$ cat config.mk
export PLATFORM = sky130hd
export DESIGN_NAME = rtu_rotate_unit
export DESIGN_NICKNAME = d
export VERILOG_FILES = /design/src/rtl/rtu_pkg.sv /design/src/rtl/rtu_rotate_unit.sv
export SDC_FILE = /design/constraint.sdc
export NUM_CORES = 1
export LEC_CHECK = 0
export ABC_AREA = 1
export ABC_CLOCK_PERIOD_IN_PS = 2050
export BUFFER_PORTS_ARGS = -buffer_cell sky130_fd_sc_hd__buf_2
export CORE_MARGIN = 2
export CORE_UTILIZATION = 51
export CTS_BUF_LIST = sky130_fd_sc_hd__clkbuf_8 sky130_fd_sc_hd__clkbuf_16
export DETAILED_ROUTE_END_ITERATION = 16
export GPL_ROUTABILITY_DRIVEN = 1
export PLACE_DENSITY = 0.9
export SLEW_MARGIN = 0
export SYNTH_ARGS = -nofsm -noshare
export SYNTH_HDL_FRONTEND = slang
export SYNTH_SLANG_ARGS = --single-unit
$ cat constraint.sdc
create_clock -name clock -period 2.05 [get_ports clock]
set_input_delay 0.1025 -clock clock [delete_from_list [all_inputs] [get_ports clock]]
set_output_delay 0.1025 -clock clock [all_outputs]
set_load 0.02 [all_outputs]
$ cat src/rtl/rtu_pkg.sv
package rtu_pkg;

  // Datapath width
  localparam int unsigned DATA_W = 8;

  // Operation select codes on the op input
  localparam logic [1:0] OP_ROTATE_LEFT_THROUGH_CY_TO_ACC = 2'h0;
  localparam logic [1:0] OP_ROTATE_RIGHT_IN_PLACE         = 2'h1;
  localparam logic [1:0] OP_ROTATE_RIGHT_TO_ACC           = 2'h2;
  localparam logic [1:0] OP_ROTATE_RIGHT_THROUGH_CY       = 2'h3;

  // Reset values of the registered outputs
  localparam logic [7:0] RESET_BYTE  = 8'h00;
  localparam logic       RESET_CARRY = 1'b0;

  // One-hot states of the result stage
  typedef enum logic [1:0]
  {
    RTU_IDLE = 2'b01,
    RTU_DONE = 2'b10
  } rtu_state_t;

endpackage

$ cat src/rtl/rtu_rotate_unit.sv
module rtu_rotate_unit
(
  input  wire logic       clock,
  input  wire logic       resetn,
  input  wire logic       start,
  input  wire logic [1:0] op,
  input  wire logic [7:0] mem_in,
  input  wire logic       carry_in,
  output logic      [7:0] result,
  output logic            mem_we,
  output logic            acc_we,
  output logic            carry_out,
  output logic            carry_we,
  output logic            done
);

  // All state of the unit
  typedef struct packed
  {
    rtu_pkg::rtu_state_t state;
    logic [7:0]          result;
    logic                mem_we;
    logic                acc_we;
    logic                carry_out;
    logic                carry_we;
  } rtu_regs_t;

  rtu_regs_t r;
  rtu_regs_t next_r;

  // Decode the operation and form the rotated byte
  always_comb
  begin
    next_r          = r;
    next_r.mem_we   = 1'b0;
    next_r.acc_we   = 1'b0;
    next_r.carry_we = 1'b0;
    next_r.state    = rtu_pkg::RTU_IDLE;
    if (start)
    begin
      next_r.state = rtu_pkg::RTU_DONE;
      case (op)
        rtu_pkg::OP_ROTATE_LEFT_THROUGH_CY_TO_ACC:
        begin
          next_r.result    = {mem_in[6:0], carry_in};
          next_r.carry_out = mem_in[7];
          next_r.carry_we  = 1'b1;
          next_r.acc_we    = 1'b1;
        end
        rtu_pkg::OP_ROTATE_RIGHT_IN_PLACE:
        begin
          next_r.result = {mem_in[0], mem_in[7:1]};
          next_r.mem_we = 1'b1;
        end
        rtu_pkg::OP_ROTATE_RIGHT_TO_ACC:
        begin
          next_r.result = {mem_in[0], mem_in[7:1]};
          next_r.acc_we = 1'b1;
        end
        rtu_pkg::OP_ROTATE_RIGHT_THROUGH_CY:
        begin
          next_r.result    = {carry_in, mem_in[7:1]};
          next_r.carry_out = mem_in[0];
          next_r.carry_we  = 1'b1;
          next_r.mem_we    = 1'b1;
        end
        default:
        begin
          next_r.state = rtu_pkg::RTU_IDLE;
        end
      endcase
    end
  end

  // Register the whole state
  always_ff @(posedge clock)
  begin
    if (!resetn)
    begin
      r.state     <= rtu_pkg::RTU_IDLE;
      r.result    <= rtu_pkg::RESET_BYTE;
      r.mem_we    <= 1'b0;
      r.acc_we    <= 1'b0;
      r.carry_out <= rtu_pkg::RESET_CARRY;
      r.carry_we  <= 1'b0;
    end
    else
    begin
      r <= next_r;
    end
  end

  // Outputs straight from flip-flops
  assign result    = r.result;
  assign mem_we    = r.mem_we;
  assign acc_we    = r.acc_we;
  assign carry_out = r.carry_out;
  assign carry_we  = r.carry_we;
  assign done      = r.state[1]; // Done bit of the one-hot state
endmodule

==> impl_metrics.ini, run 1 <==
[run_status]
status = complete, no violations

[global_route]
grt_pass1_wl_microns = 2760
grt_use_total = 0.200
grt_start_max_net_pins = 19
grt_overflow = 0
antenna_found_initial = 0
grt_pass1_vias = 652

[setup_path]
max_stage_delay_ps = 640
worstPathMaxFanout = 18
crit_family = adder cells
start_kind = input port
crit_required_ps = 2170
cp-end-kind = register
cp_num_buf_inv = 2
arrival_ps = 1290
crit_type = input port to register
crit_chain = buf_2 -> inv_1 -> ha_1 -> nor2_1 -> nand2_1 -> a21oi_2
crit_path_top_delay_cell = ha_1

[hold_path]
hold_path_class = input port to register

[yosys]
synth-seq-cells = 13
syn_nets = 112
avgSynthCellArea_sq_um = 8.14
synthTopCellsByArea = dfxtp_1 (34%), a21oi_2 (19%), ha_1 (8.3%)
synth_cell_types = 16
yosysTopAreaCell = dfxtp_1
syn_area_sq_um = 757
yosys_warnings = 0
synth_top_area_frac = 0.344
yosysSeqAreaShare = 0.344
syn_inst = 93

[clock_network]
post_cts_buffers = 0
cts_buffer_depth = 2
clk_latency_ps = 230
cts_tree = done
cts_buffers = 3
cts_sinks = 13
hold_buffers = 0
cts_resized = 0
htreeDepth = 1
path_clk_slew_ps = 50
cts_root_buffer = clkbuf_8

[power_and_ir_drop]
power_frac_comb = 0.227
swShare = 0.292
p_switching_w = 0.000186
ir_drop_mv = 0.336
p_clk_frac = 0.339
p_per_area_nw_per_um2 = 711
p_seq_frac = 0.434
cellLeakagePower_nw = 0.470
cell_internal_pwr_w = 0.000452

[place]
dp_hpwl_microns = 1100
io_buffers = 26
routabilityCongestion = 0.807

[die]
start_util = 0.561
fp.dieW_microns = 42.5
num_io_pins = 27
dieArea_sq_um = 1810
core_sq_um = 1350
die_h_microns = 42.5
rows = 13

[detailed_routing]
drtAntennaViolNets = 0
routed_wl_microns = 1540
drc = 0
firstDrtPassIters = 4
vias_per_cell = 5.01
via_count = 671
drtIter0Drc = 16
avgRoutedWirePerCell_microns = 11.5

[final_layout]
syn_to_final_growth_pct = 18.5
nNetsFinal = 139
drive_gt1_frac = 0.429
final_core_util = 0.665
antenna_cells = 0
layout_commonest_cell = buf_2
most-common-layout-cells = buf_2 (26), nand2_1 (16), a21oi_2 (16), dfxtp_1 (13)
final.fill_count = 126

[run]
drv_cap = 0

[sta]
finalSetupViolations = 0
drv_slew = 0
clock_skew_ps = 0
tns_ps = 0
fin_crit_ps = 1170
slew_headroom = 0.507
min_period_over_period = 0.569
max_freq_ghz = 0.857
hold_viol_final = 0
worst_pin_slew_ps = 740
rsz0062_at_grt = no
==> cell usage after synthesis (all sizes together) <==
library cell / instances
dfxtp: 13
nor2: 13
buf: 4
clkinv: 1
ha: 5
inv: 14
nand2: 18
a21oi: 17
o21ai: 8
==> cell families after synthesis <==
kind of cell / synth area share
AOI/OAI and AO/OA: 0.245
and+or+nand+nor: 0.177
buffers and inverters: 0.152
DFF: 0.344
adders and majority gates: 0.0826
==> metrics by stage <==
step / setup WS, ps / std cells / cell area, sq um / hold slack [ps] / power, W
6_report: 883 / 134 / 897 / 163 / 0.000638
5_1_grt: 768 / 134 / 897 / 176 / 0.000670
4_1_cts: 874 / 134 / 897 / 162 / 0.000643
3_5_place_dp: 671 / 130 / 852 / 407 / 0.000425
3_3_place_gp: 737 / 130 / 852 / 395 / 0.000421
2_1_floorplan: 1140 / 93 / 757 / 216 / 0.000388
==> final cells by class <==
| class | instances | area, sq um | share of cell area |
|---|---|---|---|
| multi-input cells | 61 | 382 | 0.425 |
| flip-flops and latches | 13 | 260 | 0.290 |
| repair buffers | 26 | 130 | 0.145 |
| inverters | 15 | 61.3 | 0.0683 |
| clock buffers | 3 | 41.3 | 0.0460 |
| well taps | 15 | 18.8 | 0.0209 |
| clock inverters | 1 | 3.75 | 0.00418 |
==> registers in the layout, indices dropped and copies added, names as in the netlist <==
signal / flops
acc_we: 1
carry_out: 1
carry_we: 1
done: 1
mem_we: 1
result: 8
==> routing by layer <==
layer / up-vias / GRT usage / routed length (microns)
met5: - / 0 / 0
met1: 303 / 0.215 / 600
li1: 339 / - / -
met4: 0 / 0.0750 / 6
met3: 2 / 0.0302 / 72
met2: 27 / 0.385 / 863
==> power groups by stage <==
stage	logic (W)	registers (W)	clock network [W]
floorplan	0.0000841	0.000304	0
global placement	0.000140	0.000281	0
detailed placement	0.000143	0.000282	0
CTS	0.000145	0.000277	0.000221
global route	0.000161	0.000279	0.000230
finish	0.000145	0.000277	0.000216
==> worst reg2reg max path, stage by stage, from the launching register on <==
cell	delay (ps)
dfxtp_1	310
o21ai_0	210
a21oi_2	50
==> worst paths after layout <==
path                       endpoint  cells past startpoint  slack (ps)              startpoint
max          result[4]$_SDFFE_PN0P_                      6         880                   op[0]
min          result[4]$_SDFFE_PN0P_                      3         160               mem_in[3]
max reg2reg  result[1]$_SDFFE_PN0P_                      2        1370  result[1]$_SDFFE_PN0P_
min reg2reg  carry_out$_SDFFE_PN0P_                      2         450  carry_out$_SDFFE_PN0P_
No activity file was read; power rests on OpenSTA's default activity.
==> inputs of run 2 (changes only) <==
--- a/config.mk
+++ b/config.mk
@@ -6,14 +6,14 @@
 export NUM_CORES = 1
 export LEC_CHECK = 0
 export ABC_AREA = 1
-export ABC_CLOCK_PERIOD_IN_PS = 2050
+export ABC_CLOCK_PERIOD_IN_PS = 1100
 export BUFFER_PORTS_ARGS = -buffer_cell sky130_fd_sc_hd__buf_2
 export CORE_MARGIN = 2
-export CORE_UTILIZATION = 51
+export CORE_UTILIZATION = 47
 export CTS_BUF_LIST = sky130_fd_sc_hd__clkbuf_8 sky130_fd_sc_hd__clkbuf_16
 export DETAILED_ROUTE_END_ITERATION = 16
 export GPL_ROUTABILITY_DRIVEN = 1
-export PLACE_DENSITY = 0.9
+export PLACE_DENSITY = 0.84
 export SLEW_MARGIN = 0
 export SYNTH_ARGS = -nofsm -noshare
 export SYNTH_HDL_FRONTEND = slang
==> constraint.sdc (replaced) <==
create_clock -name clock -period 1.1 [get_ports clock]
set_input_delay 0.055 -clock clock [delete_from_list [all_inputs] [get_ports clock]]
set_output_delay 0.055 -clock clock [all_outputs]
set_load 0.02 [all_outputs]
==> run 2 against run 1 <==
Critical path depth rose by 1. Combinational power rose by 89%. Sequential power rose by 86%. Non-clock buffer count rose by 1. Final cell count rose by 1.5%. Register-to-register slack got worse by 950 ps.
==> impl_metrics.ini, run 2 (synthesized netlist as in run 1, its figures left out) <==
[setup_path]
worstPathMaxFanout = 7
start_kind = input port
max_stage_delay_ps = 360
cp-end-kind = register
crit_chain = buf_2 -> inv_1 -> ha_1 -> inv_2 -> nand2_2 -> nand2_1 -> a21oi_2
crit_type = input port to register
crit_path_top_delay_cell = ha_1
arrival_ps = 950
crit_required_ps = 1230

[detailed_routing]
firstDrtPassIters = 4
via_count = 676
drtAntennaViolNets = 0
routed-wl-met2_microns = 712
avgRoutedWirePerCell_microns = 10.5
wl_met1_microns = 624
drtIter0Drc = 12
drc = 0
routed_wl_microns = 1430
wl_met3_microns = 58
top_layer = met4
vias_per_cell = 4.97

[power_and_ir_drop]
cell_internal_pwr_w = 0.000849
p_per_area_nw_per_um2 = 1310
cellLeakagePower_nw = 0.479
ir_drop_mv = 0.577
p_switching_w = 0.000352
p_clk_frac = 0.342
p_seq_frac = 0.429
swShare = 0.293
power_frac_comb = 0.229

[clock_network]
cts_sinks = 13
cts_buffers = 3
cts_root_buffer = clkbuf_8
post_cts_buffers = 0
cts_buffer_depth = 2
cts_resized = 0
clk_latency_ps = 240
path_clk_slew_ps = 50
hold_buffers = 0
htreeDepth = 1
cts_tree = done

[run]
drv_cap = 0

[final_layout]
syn_to_final_growth_pct = 21.3
most-common-layout-cells = buf_2 (26), nand2_1 (16), a21oi_2 (16), dfxtp_1 (13)
nNetsFinal = 140
fin_area_sq_um = 918
final_core_util = 0.610
drive_gt1_frac = 0.433
antenna_cells = 0
largest_register = result
layout_commonest_cell = buf_2
largest_reg_flops = 8

[place]
placed_area_sq_um = 873
io_buffers = 26
dp_hpwl_microns = 1080
routabilityCongestion = 0.809
pre_cts_ws_ps = 42.8

[die]
num_io_pins = 27
die_h_microns = 44.1
start_util = 0.502
dieArea_sq_um = 1950
fp.dieW_microns = 44.1
core_sq_um = 1510
rows = 14

[global_route]
grt_overflow = 0
grt_start_max_net_pins = 18
antenna_found_initial = 0
grt_pass1_wl_microns = 2320
grt_pass1_vias = 591
grt_use_total = 0.162

[sta]
setup_ws_ps = 276
drv_slew = 0
rsz0062_at_grt = no
hold_ws_ps = 110
worst_pin_slew_ps = 263
slew_headroom = 0.825
clock_skew_ps = 0
min_period_over_period = 0.749
finalSetupViolations = 0
hold_viol_final = 0
fin_crit_ps = 824
tns_ps = 0
max_freq_ghz = 1.21

[hold_path]
hold_path_class = input port to register

[run_status]
status = complete, no violations
run 2: changes by cell type in the layout (fill, tap and decap cells not counted):
cell    previous run  this run
buf_12             0         1
run 2: path summary, 6_finish.rpt:
kind / start / end / slack (ps) / cells past startpoint
worst max-delay path: op[0] / result[0]$_SDFFE_PN0P_ / 280 / 7
worst max register to register: result[2]$_SDFFE_PN0P_ / result[2]$_SDFFE_PN0P_ / 420 / 2
worst min register to register: carry_out$_SDFFE_PN0P_ / carry_out$_SDFFE_PN0P_ / 470 / 2
worst min-delay path: mem_in[3] / result[4]$_SDFFE_PN0P_ / 110 / 3
run 2: stage by stage:
step / power [W] / instances
3_3_place_gp: 0.000793 / 132
3_5_place_dp: 0.000799 / 132
5_1_grt: 0.00126 / 136
2_1_floorplan: 0.000723 / 93
6_report: 0.00120 / 136
4_1_cts: 0.00120 / 136
run 2: worst max-delay path: cells and delay by family:
kind	cells	cell delay (ps)
and+or+nand+nor	2	230
buffers and inverters	3	260
adders and majority gates	1	360
AOI/OAI and AO/OA	1	50
run 2: layout make-up:
class                      count  area [sq um]
clock inverter                 1          3.75
fill                         133           588
inverter                      15          61.3
timing repair buffer          27           150
clock buffer                   3          41.3
sequential                    13           260
multi-input combinational     61           382
tap                           16          20.0
run 2: power groups by stage:
| stage | combinational (W) | sequential (W) | clock, W |
|---|---|---|---|
| 6_report | 0.000274 | 0.000515 | 0.000411 |
| 5_1_grt | 0.000304 | 0.000519 | 0.000432 |
| 4_1_cts | 0.000276 | 0.000516 | 0.000412 |
| 3_5_place_dp | 0.000274 | 0.000526 | 0 |
| 3_3_place_gp | 0.000269 | 0.000524 | 0 |
| 2_1_floorplan | 0.000157 | 0.000566 | 0 |
run 2: per-layer routing:
metal / vias to the layer above / global-route usage
met1: 302 / 0.181
li1: 344 / -
met3: 4 / 0
met2: 26 / 0.297
met4: 0 / 0.109
met5: - / 0
==> inputs of run 3 (changes only) <==
--- a/config.mk
+++ b/config.mk
@@ -6,7 +6,7 @@
 export NUM_CORES = 1
 export LEC_CHECK = 0
 export ABC_AREA = 1
-export ABC_CLOCK_PERIOD_IN_PS = 1100
+export ABC_CLOCK_PERIOD_IN_PS = 800
 export BUFFER_PORTS_ARGS = -buffer_cell sky130_fd_sc_hd__buf_2
 export CORE_MARGIN = 2
 export CORE_UTILIZATION = 47
==> constraint.sdc (replaced) <==
create_clock -name clock -period 0.8 [get_ports clock]
set_input_delay 0.04 -clock clock [delete_from_list [all_inputs] [get_ports clock]]
set_output_delay 0.04 -clock clock [all_outputs]
set_load 0.02 [all_outputs]
==> run 3 against run 2 <==
Register-to-register slack worse by 300 ps. Sequential power grew 38%. Clock-buffer cell count unchanged. Worst setup slack got worse by 250 ps. Wire length grew 10%. Power rose by 40%. Sequential cell count did not move. First-iteration DRC count unchanged. Final cell count increased by 2.2%. Hold slack got worse by 31 ps. Largest cell class unchanged. Highest routed layer unchanged.
==> impl_metrics.ini, run 3 (synthesized netlist as in run 1, its figures left out) <==
[power_and_ir_drop]
p_per_area_nw_per_um2 = 1770
cellLeakagePower_nw = 0.488
power_w = 0.00169
ir_drop_mv = 0.933

[clock_network]
htreeDepth = 1
path_clk_slew_ps = 60
cts_sinks = 13
clk_latency_ps = 240
post_cts_buffers = 0
cts_root_buffer = clkbuf_8
cts_tree = done
cts_buffer_depth = 2
cts_buffers = 3

[sta]
clock_skew_ps = 0
rsz0062_at_grt = no
finalSetupViolations = 0
worst_pin_slew_ps = 255
min_period_over_period = 0.963
tns_ps = 0
slew_headroom = 0.830
hold_viol_final = 0
fin_crit_ps = 771
drv_slew = 0
max_freq_ghz = 1.30

[setup_path]
start_kind = register
crit_chain = buf_2
cp-end-kind = primary output
r2r-start = result[5]$_SDFFE_PN0P_
critPathCapture = result[0]
max_stage_delay_ps = 330
rrSetupSlack_ps = 120
cp_num_buf_inv = 1
arrival_ps = 730
crit_type = register to primary output
rr_worst_depth = 2
crit_path_top_delay_cell = dfxtp_1
crit_family = flip-flops
crit_required_ps = 760
startpoint = result[0]$_SDFFE_PN0P_
cp.depth = 1
reg2reg_to = result[5]$_SDFFE_PN0P_
worstPathMaxFanout = 2

[detailed_routing]
drtIter0Drc = 12
vias_per_cell = 4.87
drtAntennaViolNets = 0
top_layer = met4
drc = 0
avgRoutedWirePerCell_microns = 11.3
firstDrtPassIters = 4
routed_wl_microns = 1570
wl_met1_microns = 666
routed-wl-met2_microns = 817
wl_met3_microns = 55
via_count = 677

[run]
drv_cap = 0

[final_layout]
antenna_cells = 0
syn_to_final_growth_pct = 25.6
most-common-layout-cells = buf_2 (22), nand2_1 (16), a21oi_2 (16), dfxtp_1 (13), nor2_1 (12)
layout_commonest_cell = buf_2
largest_reg_flops = 8
nNetsFinal = 143
stdcell_count = 139
largest_register = result
drive_gt1_frac = 0.472
final_core_util = 0.631

[place]
dp_hpwl_microns = 1160
routabilityCongestion = 0.783
io_buffers = 26
placed_cells = 135

[die]
core_sq_um = 1510
fp.dieW_microns = 44.1
dieArea_sq_um = 1950
num_io_pins = 27
rows = 14
die_h_microns = 44.1
start_util = 0.502

[global_route]
grt_pass1_vias = 638
grt_overflow = 0
grt_pass1_wl_microns = 2540
grt_use_total = 0.183
antenna_found_initial = 0
grt_start_max_net_pins = 19

[run_status]
status = complete, no violations

[hold_path]
hold_path_class = input port to register
-- run 3: cell types whose count changed in the layout (fill, tap and decap cells not counted), sizes merged --
cell | previous run | this run
buf | 27 | 30
-- run 3: area by class of cell --
cell class	instances	area (sq um)
flip-flops and latches	13	260
well taps	16	20.0
multi-input cells	61	394
repair buffers	30	170
clock inverters	1	3.75
inverters	15	61.3
fillers	145	556
clock buffers	3	41.3
-- run 3: repair_timing --
| action | 4_1_cts | 5_1_grt |
|---|---|---|
| hold endpoints to repair | 0 | 0 |
| hold buffers | 0 | 0 |
| endpoints found under the setup margin | 0 | 4 |
| resized for setup | 0 | 4 |
-- run 3: how the worst min path moves through the flow --
stage	start	to	slack, ps	cells after the start
after floorplan	start	done$_SDFF_PN0_	150	2
after global placement	mem_in[4]	result[5]$_SDFFE_PN0P_	320	3
after detailed placement	mem_in[4]	result[5]$_SDFFE_PN0P_	330	3
after CTS	mem_in[4]	result[5]$_SDFFE_PN0P_	80	3
after global routing	mem_in[4]	result[5]$_SDFFE_PN0P_	90	3
final	mem_in[4]	result[5]$_SDFFE_PN0P_	80	3
-- run 3: metal layers --
layer / vias up / global-route usage
met2: 19 / 0.318
li1: 349 / -
met3: 4 / 0.0245
met1: 305 / 0.196
met4: 0 / 0.145
met5: - / 0
-- run 3: through the flow --
stage,instance area (sq um),setup WS [ps],hold slack (ps)
after floorplan,769,23.7,153
after global placement,896,-86.7,317
after detailed placement,896,-132,328
after CTS,941,24.8,76.1
after global routing,951,4.77,93.1
final,951,29.3,79.3
-- run 3: power breakdown --
part / internal, W / total [W] / switching, W
Combinational: 0.000159 / 0.000406 / 0.000247
Sequential: 0.000692 / 0.000709 / 0.0000168
Clock: 0.000339 / 0.000572 / 0.000233
Total: 0.00119 / 0.00169 / 0.000497
